## src/shared/fault_flags_pkg.sv

```systemverilog
// Purpose: Constants and carrier types for the limit fault status flag bank
// Assumes: Wishbone classic slave, 32-bit data, byte addresses = index * 4
// Notes:   Register offsets are word indices; byte address is four times each
package fault_flags_pkg;

    // =====================================================================
    // Register map (word indices, byte address = index * 4)
    // =====================================================================
    localparam logic [7:0] IDX_STATUS_PRI   = 8'h41;
    localparam logic [7:0] IDX_STATUS_SEC   = 8'h42;
    localparam logic [7:0] IDX_IRQ_ENABLE   = 8'h60;
    localparam logic [7:0] IDX_IRQ_CLEAR    = 8'h61;
    localparam logic [7:0] IDX_IRQ_STATUS   = 8'h62;
    localparam int         ADDR_W           = 10;

    // =====================================================================
    // Reset values
    // =====================================================================
    localparam logic [7:0] STATUS_RESET     = 8'h00;
    localparam logic [1:0] IRQ_EN_RESET     = 2'h0;

    // =====================================================================
    // Field positions, primary register
    // =====================================================================
    localparam int PRI_V25_BIT   = 0;
    localparam int PRI_CORE_BIT  = 1;
    localparam int PRI_V33_BIT   = 2;
    localparam int PRI_V5_BIT    = 3;
    localparam int PRI_ZONE1_BIT = 4;
    localparam int PRI_ZONE2_BIT = 5;
    localparam int PRI_ZONE3_BIT = 6;
    localparam int PRI_SUM_BIT   = 7;

    // Field positions, secondary register
    localparam int SEC_V12_BIT   = 0;
    localparam int SEC_RSVD_BIT  = 1;
    localparam int SEC_FAN0_BIT  = 2;
    localparam int SEC_D1_BIT    = 6;
    localparam int SEC_D2_BIT    = 7;

    // Interrupt status layout: one bit per new-fault event of each register
    localparam int IRQ_PRI_BIT   = 0;
    localparam int IRQ_SEC_BIT   = 1;

    localparam int NUM_FANS      = 4;
    localparam int NUM_VOLTS     = 5;

    // =====================================================================
    // Carrier types
    // =====================================================================
    typedef struct packed {
        logic [7:0] reading;
        logic [7:0] low;
        logic [7:0] high;
    } window_8_t;

    typedef struct packed {
        logic [15:0] reading;
        logic [15:0] minimum;
    } tach_check_t;

    typedef struct packed {
        logic cyc;
        logic stb;
        logic we;
        logic [3:0] sel;
        logic [ADDR_W-1:0] adr;
        logic [31:0] dat;
    } wb_req_t;

endpackage

```

## src/hdl/window_compare.sv

```systemverilog
// Purpose: Out-of-window test on one 8-bit reading against low/high limits
// Assumes: Limits and reading share one encoding, chosen by is_signed
// Notes:   incl_low picks "at or below" versus "strictly below" for the low edge
module window_compare #(
    parameter bit IS_SIGNED = 1'b0,
    parameter bit INCL_LOW  = 1'b1
) (
    input  fault_flags_pkg::window_8_t win,
    output logic                       outside
);
    logic below;
    logic above;

    // Signed compare used for temperatures in two's complement degrees
    always_comb begin
        if (IS_SIGNED) begin
            below = INCL_LOW ? ($signed(win.reading) <= $signed(win.low))
                             : ($signed(win.reading) <  $signed(win.low));
            above = $signed(win.reading) > $signed(win.high);
        end else begin
            below = INCL_LOW ? (win.reading <= win.low) : (win.reading < win.low);
            above = win.reading > win.high;
        end
        outside = below | above;
    end
endmodule

```

## src/hdl/tach_compare.sv

```systemverilog
// Purpose: Stall test of one tachometer count against its 16-bit minimum
// Assumes: A larger count means a slower fan
// Notes:   Purely combinational; the flag bank latches the result
module tach_compare (
    input  fault_flags_pkg::tach_check_t chk,
    output logic                         stalled
);
    // Count above the threshold means the fan turns too slowly
    assign stalled = chk.reading > chk.minimum;
endmodule

```

## src/hdl/limit_fault_status_flags.sv

```systemverilog
// Purpose: Two sticky clear-on-read fault status registers behind Wishbone
// Assumes: Readings and limits arrive synchronous to clk from outside engines
// Notes:   Read data is registered; clear-on-read acts at the ack edge
//
// Chosen here: the Wishbone interface to the registers.
module limit_fault_status_flags #(
    parameter int NUM_FANS = fault_flags_pkg::NUM_FANS
) (
    input  wire logic                                 clk,
    input  wire logic                                 reset_n,
    input  wire logic                                 wb_cyc_i,
    input  wire logic                                 wb_stb_i,
    input  wire logic                                 wb_we_i,
    input  wire logic [3:0]                           wb_sel_i,
    input  wire logic [fault_flags_pkg::ADDR_W-1:0]   wb_adr_i,
    input  wire logic [31:0]                          wb_dat_i,
    output logic [31:0]                               wb_dat_o,
    output logic                                      wb_ack_o,
    input  fault_flags_pkg::window_8_t                volt_v25,
    input  fault_flags_pkg::window_8_t                volt_core_supply,
    input  fault_flags_pkg::window_8_t                volt_v33,
    input  fault_flags_pkg::window_8_t                volt_v5,
    input  fault_flags_pkg::window_8_t                volt_v12,
    input  fault_flags_pkg::window_8_t                temp_zone1,
    input  fault_flags_pkg::window_8_t                temp_zone2,
    input  fault_flags_pkg::window_8_t                temp_zone3,
    input  fault_flags_pkg::tach_check_t [NUM_FANS-1:0] tach_in,
    input  wire logic                                 diode1_fault,
    input  wire logic                                 diode2_fault,
    output logic                                      irq
);

    // =====================================================================
    // Live fault conditions
    // =====================================================================
    logic v25_out;
    logic core_out;
    logic v33_out;
    logic v5_out;
    logic v12_out;
    logic z1_out;
    logic z2_out;
    logic z3_out;
    logic [NUM_FANS-1:0] fan_stall;
    logic [7:0] pri_live;
    logic [7:0] sec_live;

    // Supplies: at-or-below low counts as a fault
    window_compare #(.IS_SIGNED(1'b0), .INCL_LOW(1'b1)) u_v25 (.win(volt_v25), .outside(v25_out));
    window_compare #(.IS_SIGNED(1'b0), .INCL_LOW(1'b1)) u_core (.win(volt_core_supply),
                                                                .outside(core_out));
    window_compare #(.IS_SIGNED(1'b0), .INCL_LOW(1'b1)) u_v33 (.win(volt_v33), .outside(v33_out));
    window_compare #(.IS_SIGNED(1'b0), .INCL_LOW(1'b1)) u_v5 (.win(volt_v5), .outside(v5_out));
    // The 12V input uses strict bounds on both edges
    window_compare #(.IS_SIGNED(1'b0), .INCL_LOW(1'b0)) u_v12 (.win(volt_v12),
                                                               .outside(v12_out));
    // Zone 3 low limit is fed from outside; integration ties it to zone 2 low
    window_compare #(.IS_SIGNED(1'b1), .INCL_LOW(1'b1)) u_z1 (.win(temp_zone1),
                                                              .outside(z1_out));
    window_compare #(.IS_SIGNED(1'b1), .INCL_LOW(1'b1)) u_z2 (.win(temp_zone2), .outside(z2_out));
    window_compare #(.IS_SIGNED(1'b1), .INCL_LOW(1'b1)) u_z3 (.win(temp_zone3), .outside(z3_out));

    // One stall comparator per tachometer input
    generate
        for (genvar f = 0; f < NUM_FANS; f++) begin : g_fan
            tach_compare u_tach (.chk(tach_in[f]), .stalled(fan_stall[f]));
        end
    endgenerate

    // Assemble live condition vectors in register layout
    always_comb begin
        sec_live = 8'h00;
        sec_live[fault_flags_pkg::SEC_V12_BIT] = v12_out;
        sec_live[fault_flags_pkg::SEC_FAN0_BIT +: NUM_FANS] = fan_stall;
        sec_live[fault_flags_pkg::SEC_D1_BIT] = diode1_fault;
        sec_live[fault_flags_pkg::SEC_D2_BIT] = diode2_fault;
        pri_live = 8'h00;
        pri_live[fault_flags_pkg::PRI_V25_BIT]   = v25_out;
        pri_live[fault_flags_pkg::PRI_CORE_BIT]  = core_out;
        pri_live[fault_flags_pkg::PRI_V33_BIT]   = v33_out;
        pri_live[fault_flags_pkg::PRI_V5_BIT]    = v5_out;
        pri_live[fault_flags_pkg::PRI_ZONE1_BIT] = z1_out | diode1_fault;
        pri_live[fault_flags_pkg::PRI_ZONE2_BIT] = z2_out;
        pri_live[fault_flags_pkg::PRI_ZONE3_BIT] = z3_out | diode2_fault;
        pri_live[fault_flags_pkg::PRI_SUM_BIT]   = 1'b0;
    end

    // =====================================================================
    // Wishbone slave
    // =====================================================================
    logic [7:0] fault_status_primary_reg;
    logic [7:0] fault_status_secondary_reg;
    logic [1:0] irq_status_reg;
    logic [1:0] irq_enable_reg;
    logic       req;
    logic       rd_pri;
    logic       rd_sec;
    logic       wr_clr;
    logic [7:0] idx;

    // One-cycle ack; req drops for the cycle after ack so each access acts once
    assign req    = wb_cyc_i & wb_stb_i & ~wb_ack_o;
    assign idx    = wb_adr_i[fault_flags_pkg::ADDR_W-1:2];
    assign rd_pri = req & ~wb_we_i & (idx == fault_flags_pkg::IDX_STATUS_PRI);
    assign rd_sec = req & ~wb_we_i & (idx == fault_flags_pkg::IDX_STATUS_SEC);
    assign wr_clr = req & wb_we_i & wb_sel_i[0] & (idx == fault_flags_pkg::IDX_IRQ_CLEAR);

    // Ack every access, mapped or not, so the master never hangs
    always_ff @(posedge clk or negedge reset_n) begin
        if (!reset_n) begin
            wb_ack_o <= 1'b0;
        end else begin
            wb_ack_o <= req;
        end
    end

    // Read mux captures the sticky contents before the clear lands
    always_ff @(posedge clk or negedge reset_n) begin
        if (!reset_n) begin
            wb_dat_o <= 32'h0000_0000;
        end else if (req && !wb_we_i) begin
            case (idx)
                fault_flags_pkg::IDX_STATUS_PRI: wb_dat_o <= {24'h000000,
                                                 fault_status_primary_reg};
                fault_flags_pkg::IDX_STATUS_SEC: wb_dat_o <= {24'h000000,
                                                 fault_status_secondary_reg};
                fault_flags_pkg::IDX_IRQ_ENABLE: wb_dat_o <= {30'h00000000, irq_enable_reg};
                fault_flags_pkg::IDX_IRQ_STATUS: wb_dat_o <= {30'h00000000, irq_status_reg};
                default:                         wb_dat_o <= 32'h0000_0000;
            endcase
        end
    end

    // =====================================================================
    // Sticky flags
    // =====================================================================
    logic [7:0] sec_next;
    logic [7:0] pri_next;

    // Writes never reach these registers; only live faults and reads act
    always_comb begin
        sec_next = fault_status_secondary_reg;
        if (rd_sec) begin
            sec_next = sec_live;
        end
        sec_next = sec_next | sec_live;
        sec_next[fault_flags_pkg::SEC_RSVD_BIT] = 1'b0;
        pri_next = fault_status_primary_reg;
        if (rd_pri) begin
            pri_next = pri_live;
        end
        pri_next = pri_next | pri_live;
        // Summary follows the secondary contents so it cannot drift out of step
        pri_next[fault_flags_pkg::PRI_SUM_BIT] = |sec_next;
    end

    always_ff @(posedge clk or negedge reset_n) begin
        if (!reset_n) begin
            fault_status_primary_reg   <= fault_flags_pkg::STATUS_RESET;
            fault_status_secondary_reg <= fault_flags_pkg::STATUS_RESET;
        end else begin
            fault_status_primary_reg   <= pri_next;
            fault_status_secondary_reg <= sec_next;
        end
    end

    // =====================================================================
    // Interrupt: new-flag events, enable, write-one-to-clear
    // =====================================================================
    logic [1:0] irq_set;
    assign irq_set[fault_flags_pkg::IRQ_PRI_BIT] = |(pri_next & ~fault_status_primary_reg);
    assign irq_set[fault_flags_pkg::IRQ_SEC_BIT] = |(sec_next & ~fault_status_secondary_reg);

    // Set wins over a clear in the same cycle
    always_ff @(posedge clk or negedge reset_n) begin
        if (!reset_n) begin
            irq_status_reg <= 2'h0;
        end else begin
            irq_status_reg <= (irq_status_reg & ~(wr_clr ? wb_dat_i[1:0] : 2'h0)) | irq_set;
        end
    end

    always_ff @(posedge clk or negedge reset_n) begin
        if (!reset_n) begin
            irq_enable_reg <= fault_flags_pkg::IRQ_EN_RESET;
        end else if (req && wb_we_i && wb_sel_i[0] && idx == fault_flags_pkg::IDX_IRQ_ENABLE) begin
            irq_enable_reg <= wb_dat_i[1:0];
        end
    end

    always_ff @(posedge clk or negedge reset_n) begin
        if (!reset_n) begin
            irq <= 1'b0;
        end else begin
            irq <= |(((irq_status_reg & ~(wr_clr ? wb_dat_i[1:0] : 2'h0)) | irq_set)
                     & irq_enable_reg);
        end
    end

    // =====================================================================
    // Checks
    // =====================================================================
    chk_live_sets_flag: assert property (@(posedge clk) disable iff (!reset_n)
        (pri_live != 8'h00) |=> ((fault_status_primary_reg & $past(pri_live)) == $past(pri_live)))
        else $error("live primary fault not latched");
    chk_flag_holds: assert property (@(posedge clk) disable iff (!reset_n)
        (fault_status_secondary_reg[0] && !rd_sec) |=> fault_status_secondary_reg[0])
        else $error("secondary flag dropped without a read");
    chk_read_clears: assert property (@(posedge clk) disable iff (!reset_n)
        (rd_pri && pri_live[6:0] == 7'h00 && sec_live == 8'h00) |=>
            fault_status_primary_reg[6:0] == 7'h00)
        else $error("primary not cleared after read");
    chk_write_ignored: assert property (@(posedge clk) disable iff (!reset_n)
        (req && wb_we_i && pri_live == 8'h00 && sec_live == 8'h00) |=>
            (fault_status_secondary_reg == $past(fault_status_secondary_reg)) &&
            (fault_status_primary_reg == $past(fault_status_primary_reg)))
        else $error("write changed status");
    chk_read_data: assert property (@(posedge clk) disable iff (!reset_n)
        rd_sec |=> wb_dat_o[7:0] == $past(fault_status_secondary_reg))
        else $error("read data mismatch");
    chk_summary_bit: assert property (@(posedge clk) disable iff (!reset_n)
        fault_status_primary_reg[7] == (fault_status_secondary_reg != 8'h00))
        else $error("summary bit wrong");
    chk_reserved_zero: assert property (@(posedge clk) disable iff (!reset_n)
        !fault_status_secondary_reg[1])
        else $error("reserved bit set");
    chk_diode_zone: assert property (@(posedge clk) disable iff (!reset_n)
        diode2_fault |=> fault_status_primary_reg[6] && fault_status_secondary_reg[7])
        else $error("diode fault not reflected");
    chk_ack_pulse: assert property (@(posedge clk) disable iff (!reset_n)
        wb_ack_o |=> !wb_ack_o)
        else $error("ack held two cycles");

    cov_primary_read: cover property (@(posedge clk) disable iff (!reset_n)
        rd_pri && fault_status_primary_reg != 8'h00);
    cov_clear_blocked: cover property (@(posedge clk) disable iff (!reset_n)
        rd_sec && sec_live != 8'h00);
    cov_irq_raised: cover property (@(posedge clk) disable iff (!reset_n) $rose(irq));
endmodule

```

## config.mk

```make
export PLATFORM = sky130hd
export DESIGN_NAME = limit_fault_status_flags
export DESIGN_NICKNAME = d
export VERILOG_FILES = /design/src/shared/fault_flags_pkg.sv /design/src/hdl/window_compare.sv /design/src/hdl/tach_compare.sv /design/src/hdl/limit_fault_status_flags.sv
export SDC_FILE = /design/constraint.sdc
export NUM_CORES = 1
export LEC_CHECK = 0
export BUFFER_PORTS_ARGS = -buffer_cell sky130_fd_sc_hd__buf_2
export CAP_MARGIN = 25
export CORE_AREA = 2 2 160 162
export CTS_BUF_LIST = sky130_fd_sc_hd__clkbuf_8
export DETAILED_ROUTE_END_ITERATION = 10
export DIE_AREA = 0 0 162 164
export SYNTH_ARGS = -nofsm -noshare
export SYNTH_HDL_FRONTEND = slang
export SYNTH_HIERARCHICAL = 1
export SYNTH_SLANG_ARGS = --single-unit
```

## constraint.sdc

```tcl
create_clock -name clk -period 2.9 [get_ports clk]
set_input_delay 0.145 -clock clk [delete_from_list [all_inputs] [get_ports clk]]
set_output_delay 0.145 -clock clk [all_outputs]
set_load 0.01 [all_outputs]
```

==> summary.md <==
| Metric | Value |
|---|---|
| Outcome | `completed` |
| Final core occ | `0.347` |
| Ports | `407` |
| RSZ-0062 raised after global routing | `false` |
| Peak VDD IR | `112 uV` |
| Antenna Violating Nets Remaining | `0` |
| Post-synthesis cell type count | `53` |
| Wire per inst | `12.9 um` |
| Largest stage delay, worst path | `410 ps` |
| CTS Buf Count | `5` |
| Layout cells sized above 1 | `0.333` |
| Setup Skew | `2.79 ps` |
| Critical path's slowest cell | `a2111oi_0` |
| GRT met3 Usage | `0.0250` |
| Buffers & Inverters on Critical Path | `4` |
| Clk pwr share | `0.191` |
| Root buf cell | `clkbuf_8` |
| # resized after CTS | `0` |
| Total Power | `1750 uW` |
| IO buf count | `347` |
| Required time of the critical path | `3070 ps` |
| Lkg Pwr | `0.00513 uW` |
| Fin Hold WS | `96.8 ps` |
| Crit. End Element | `flop` |
| Die Wd | `162 um` |
| Seq/Total Area, Yosys | `0.112` |
| Top post-synthesis cells by area | `ha_1, inv_1, dfrtp_1` |
| Slew headroom | `0.545` |
| Max-cap violations | `0` |
| Critical path class | `input pin to flop` |
| Area share of the largest cell type after synthesis | `0.370` |
| Initial antenna violation count | `0` |
| Synthesized area | `0.00646 mm2` |
| Number of global-route vias before repair | `6722` |
| Syn_area_per_cell | `7.77 um2` |
| Area delta synth->final | `33.3%` |
| Reg power frac | `0.246` |
| GRT Util Overall | `0.140` |
| Logic gate share of total power | `0.563` |
| Clock Sinks | `29` |
| FF+latch count, synth | `29` |
| Final setup viols | `0` |
| Filler instances | `2707` |
| Largest net degree at the start of global routing | `30` |
| Critical-path maximum fanout | `2` |
| TNS Setup | `0 ps` |
| Row count | `58` |
| Switch Pwr | `666 uW` |
| N_diodes | `0` |
| Total number of vias | `6790` |
| Most used routing layer | `met2` |
| Final Max Slew Viols | `0` |
| Fmax | `0.414 GHz` |
| Tcrit/Tclk final | `0.834` |
| Die area | `0.0266 mm2` |
| GR Layer Usage met2 | `0.265` |
| Placed wire-length estimate | `18100 um` |
| Crit path cell chain | `buf_2 -> inv_1 -> ha_1 -> nor2b_4 -> o211ai_2 -> a21oi_1 -> a2111oi_2 -> o221ai_1 -> inv_1 -> o22ai_1 -> a2111oi_0 -> buf_4 -> o211ai_2 -> a22o_1` |
| Placer congestion estimate | `0.836` |
| Vias per cell | `4.48` |
| CTS tree | `done` |
| Initial Util | `0.260` |
| Critical path launch point type | `input pin` |
| Number of synthesis warnings | `6` |
| Fin. Hold Viols | `0` |
| Detailed Route Iter0 Violations | `181` |
| Commonest register cell after synthesis | `dfrtp_1` |
| Gr ovfl total | `0` |
| Switching Share | `0.380` |
| DRC violations left | `0` |
| Minimum clock period | `2420 ps` |
| WL final | `19500 um` |
| Hold WC Path Type | `input pin to flop` |
| PD cells | `203 mW/mm2` |
| Worst-skew pair later-pin latency | `280 ps` |
| Cells after synthesis | `832` |
| M1 GR Usage | `0.161` |
| CP top delay family | `compound AO/OA/AOI/OAI gates` |
| Final WS setup | `482 ps` |
| Synth area leader | `ha_1` |
| Worst slack at placement | `155 ps` |
| Worst slew pin tran | `683 ps` |
| P_int | `1090 uW` |
| Clk slew on worst S/H paths | `60 ps` |
| Nets | `1748` |
| Die Height | `164 um` |
| First-pass GRT wire length | `30500 um` |
| Worst Path Arrival | `2590 ps` |
| EDFF count, synth | `0` |
| H-Tree Depth | `2` |
| CTS Buffer Depth | `2` |
| Core Area | `0.0248 mm2` |
| DR pass1 iterations | `4` |
| Ys async rst share | `1.00` |
==> cell type report <==
class | instances | area [um2] | share of cell area
multi-input cells | 589 | 4840 | 0.562
repair buffers | 350 | 1760 | 0.205
inverters | 209 | 785 | 0.0911
flip-flops and latches | 29 | 726 | 0.0843
well taps | 330 | 413 | 0.0479
clock buffers | 6 | 82.6 | 0.00959
clock inverters | 1 | 3.75 | 0.000436
==> metrics by stage <==
stage / std cells / area [um2]
floorplan: 855 / 6550
global placement: 1506 / 8520
detailed placement: 1506 / 8520
CTS: 1514 / 8610
global route: 1514 / 8610
finish: 1514 / 8610
==> worst register-to-register path: cells and delay by family (launching register included) <==
family | cells | cell delay (ps)
buf+inv | 1 | 240
simple gates | 2 | 580
flops | 1 | 380
compound gates | 3 | 680
==> kinds of logic after synthesis <==
group	Yosys count	synth area share
buffers and inverters	237	0.152
AND/OR/NAND/NOR	192	0.166
adder cells (fa/ha/maj)	191	0.370
AO/OA/AOI/OAI	182	0.199
flip-flops	29	0.112
other	1	0.000580
==> cells in the mapped netlist, types with 11 or more instances <==
master,instances
o211ai_2,11
nand2_1,45
o21ai_0,18
a21oi_1,69
nor2b_1,14
inv_1,209
a21o_1,20
nand4_1,43
buf_4,24
ha_1,191
nor2_1,36
dfrtp_1,29
==> routing by layer <==
metal	part of all wire	vias up
met3	0.064	23
met4	0.019	0
li1	-	3549
met2	0.51	229
met1	0.41	2989
met5	0	-
==> path summary, 6_finish.rpt <==
kind                                    from                       endpoint  slack (ps)  cells after the start
worst max-delay path             volt_v25[1]                            irq         480                     14
min in group asynchronous            reset_n              irq_enable_reg[1]         490                      2
worst max register to register      wb_ack_o                            irq         900                      6
worst min register to register   wb_dat_o[5]                    wb_dat_o[5]         500                      2
worst min-delay path            diode1_fault  fault_status_secondary_reg[6]         100                      2
max in group asynchronous            reset_n  fault_status_secondary_reg[6]        1980                      2
==> power groups by stage <==
stage / Sequential (uW) / Combinational, uW / Clock [uW]
CTS: 431 / 1010 / 342
finish: 431 / 986 / 334
global route: 433 / 1140 / 354
global placement: 438 / 978 / 0
detailed placement: 439 / 996 / 0
floorplan: 447 / 578 / 0
==> cell usage in the layout, fill, tap and decap left out, types with 5 or more instances in the layout <==
cell      synthesis  layout
conb_1            1      24
ha_1            191     191
o221ai_1          8       8
nand2b_1          7       7
buf_2             1     347
inv_1           209     210
clkbuf_8          0       6
nor2b_1          14      14
o21ai_0          18      18
a221oi_1          6       6
nand3_1          10      10
a22oi_1           5       5
a21o_1           20      20
a21oi_1          69      69
and2_1            5       5
nor2_1           36      36
nand2_1          45      45
o211ai_1         10      10
o211ai_2         11      11
or2_2             5       5
dfrtp_1          29      29
nand4_1          43      43
==> what timing repair did <==
item,4_1_cts,5_1_grt
endpoints found under the hold margin,29,0
hold buffers,1,0
endpoints found under the setup margin,0,0
setup buffers,0,0
Power figures use the tool's default switching activity.
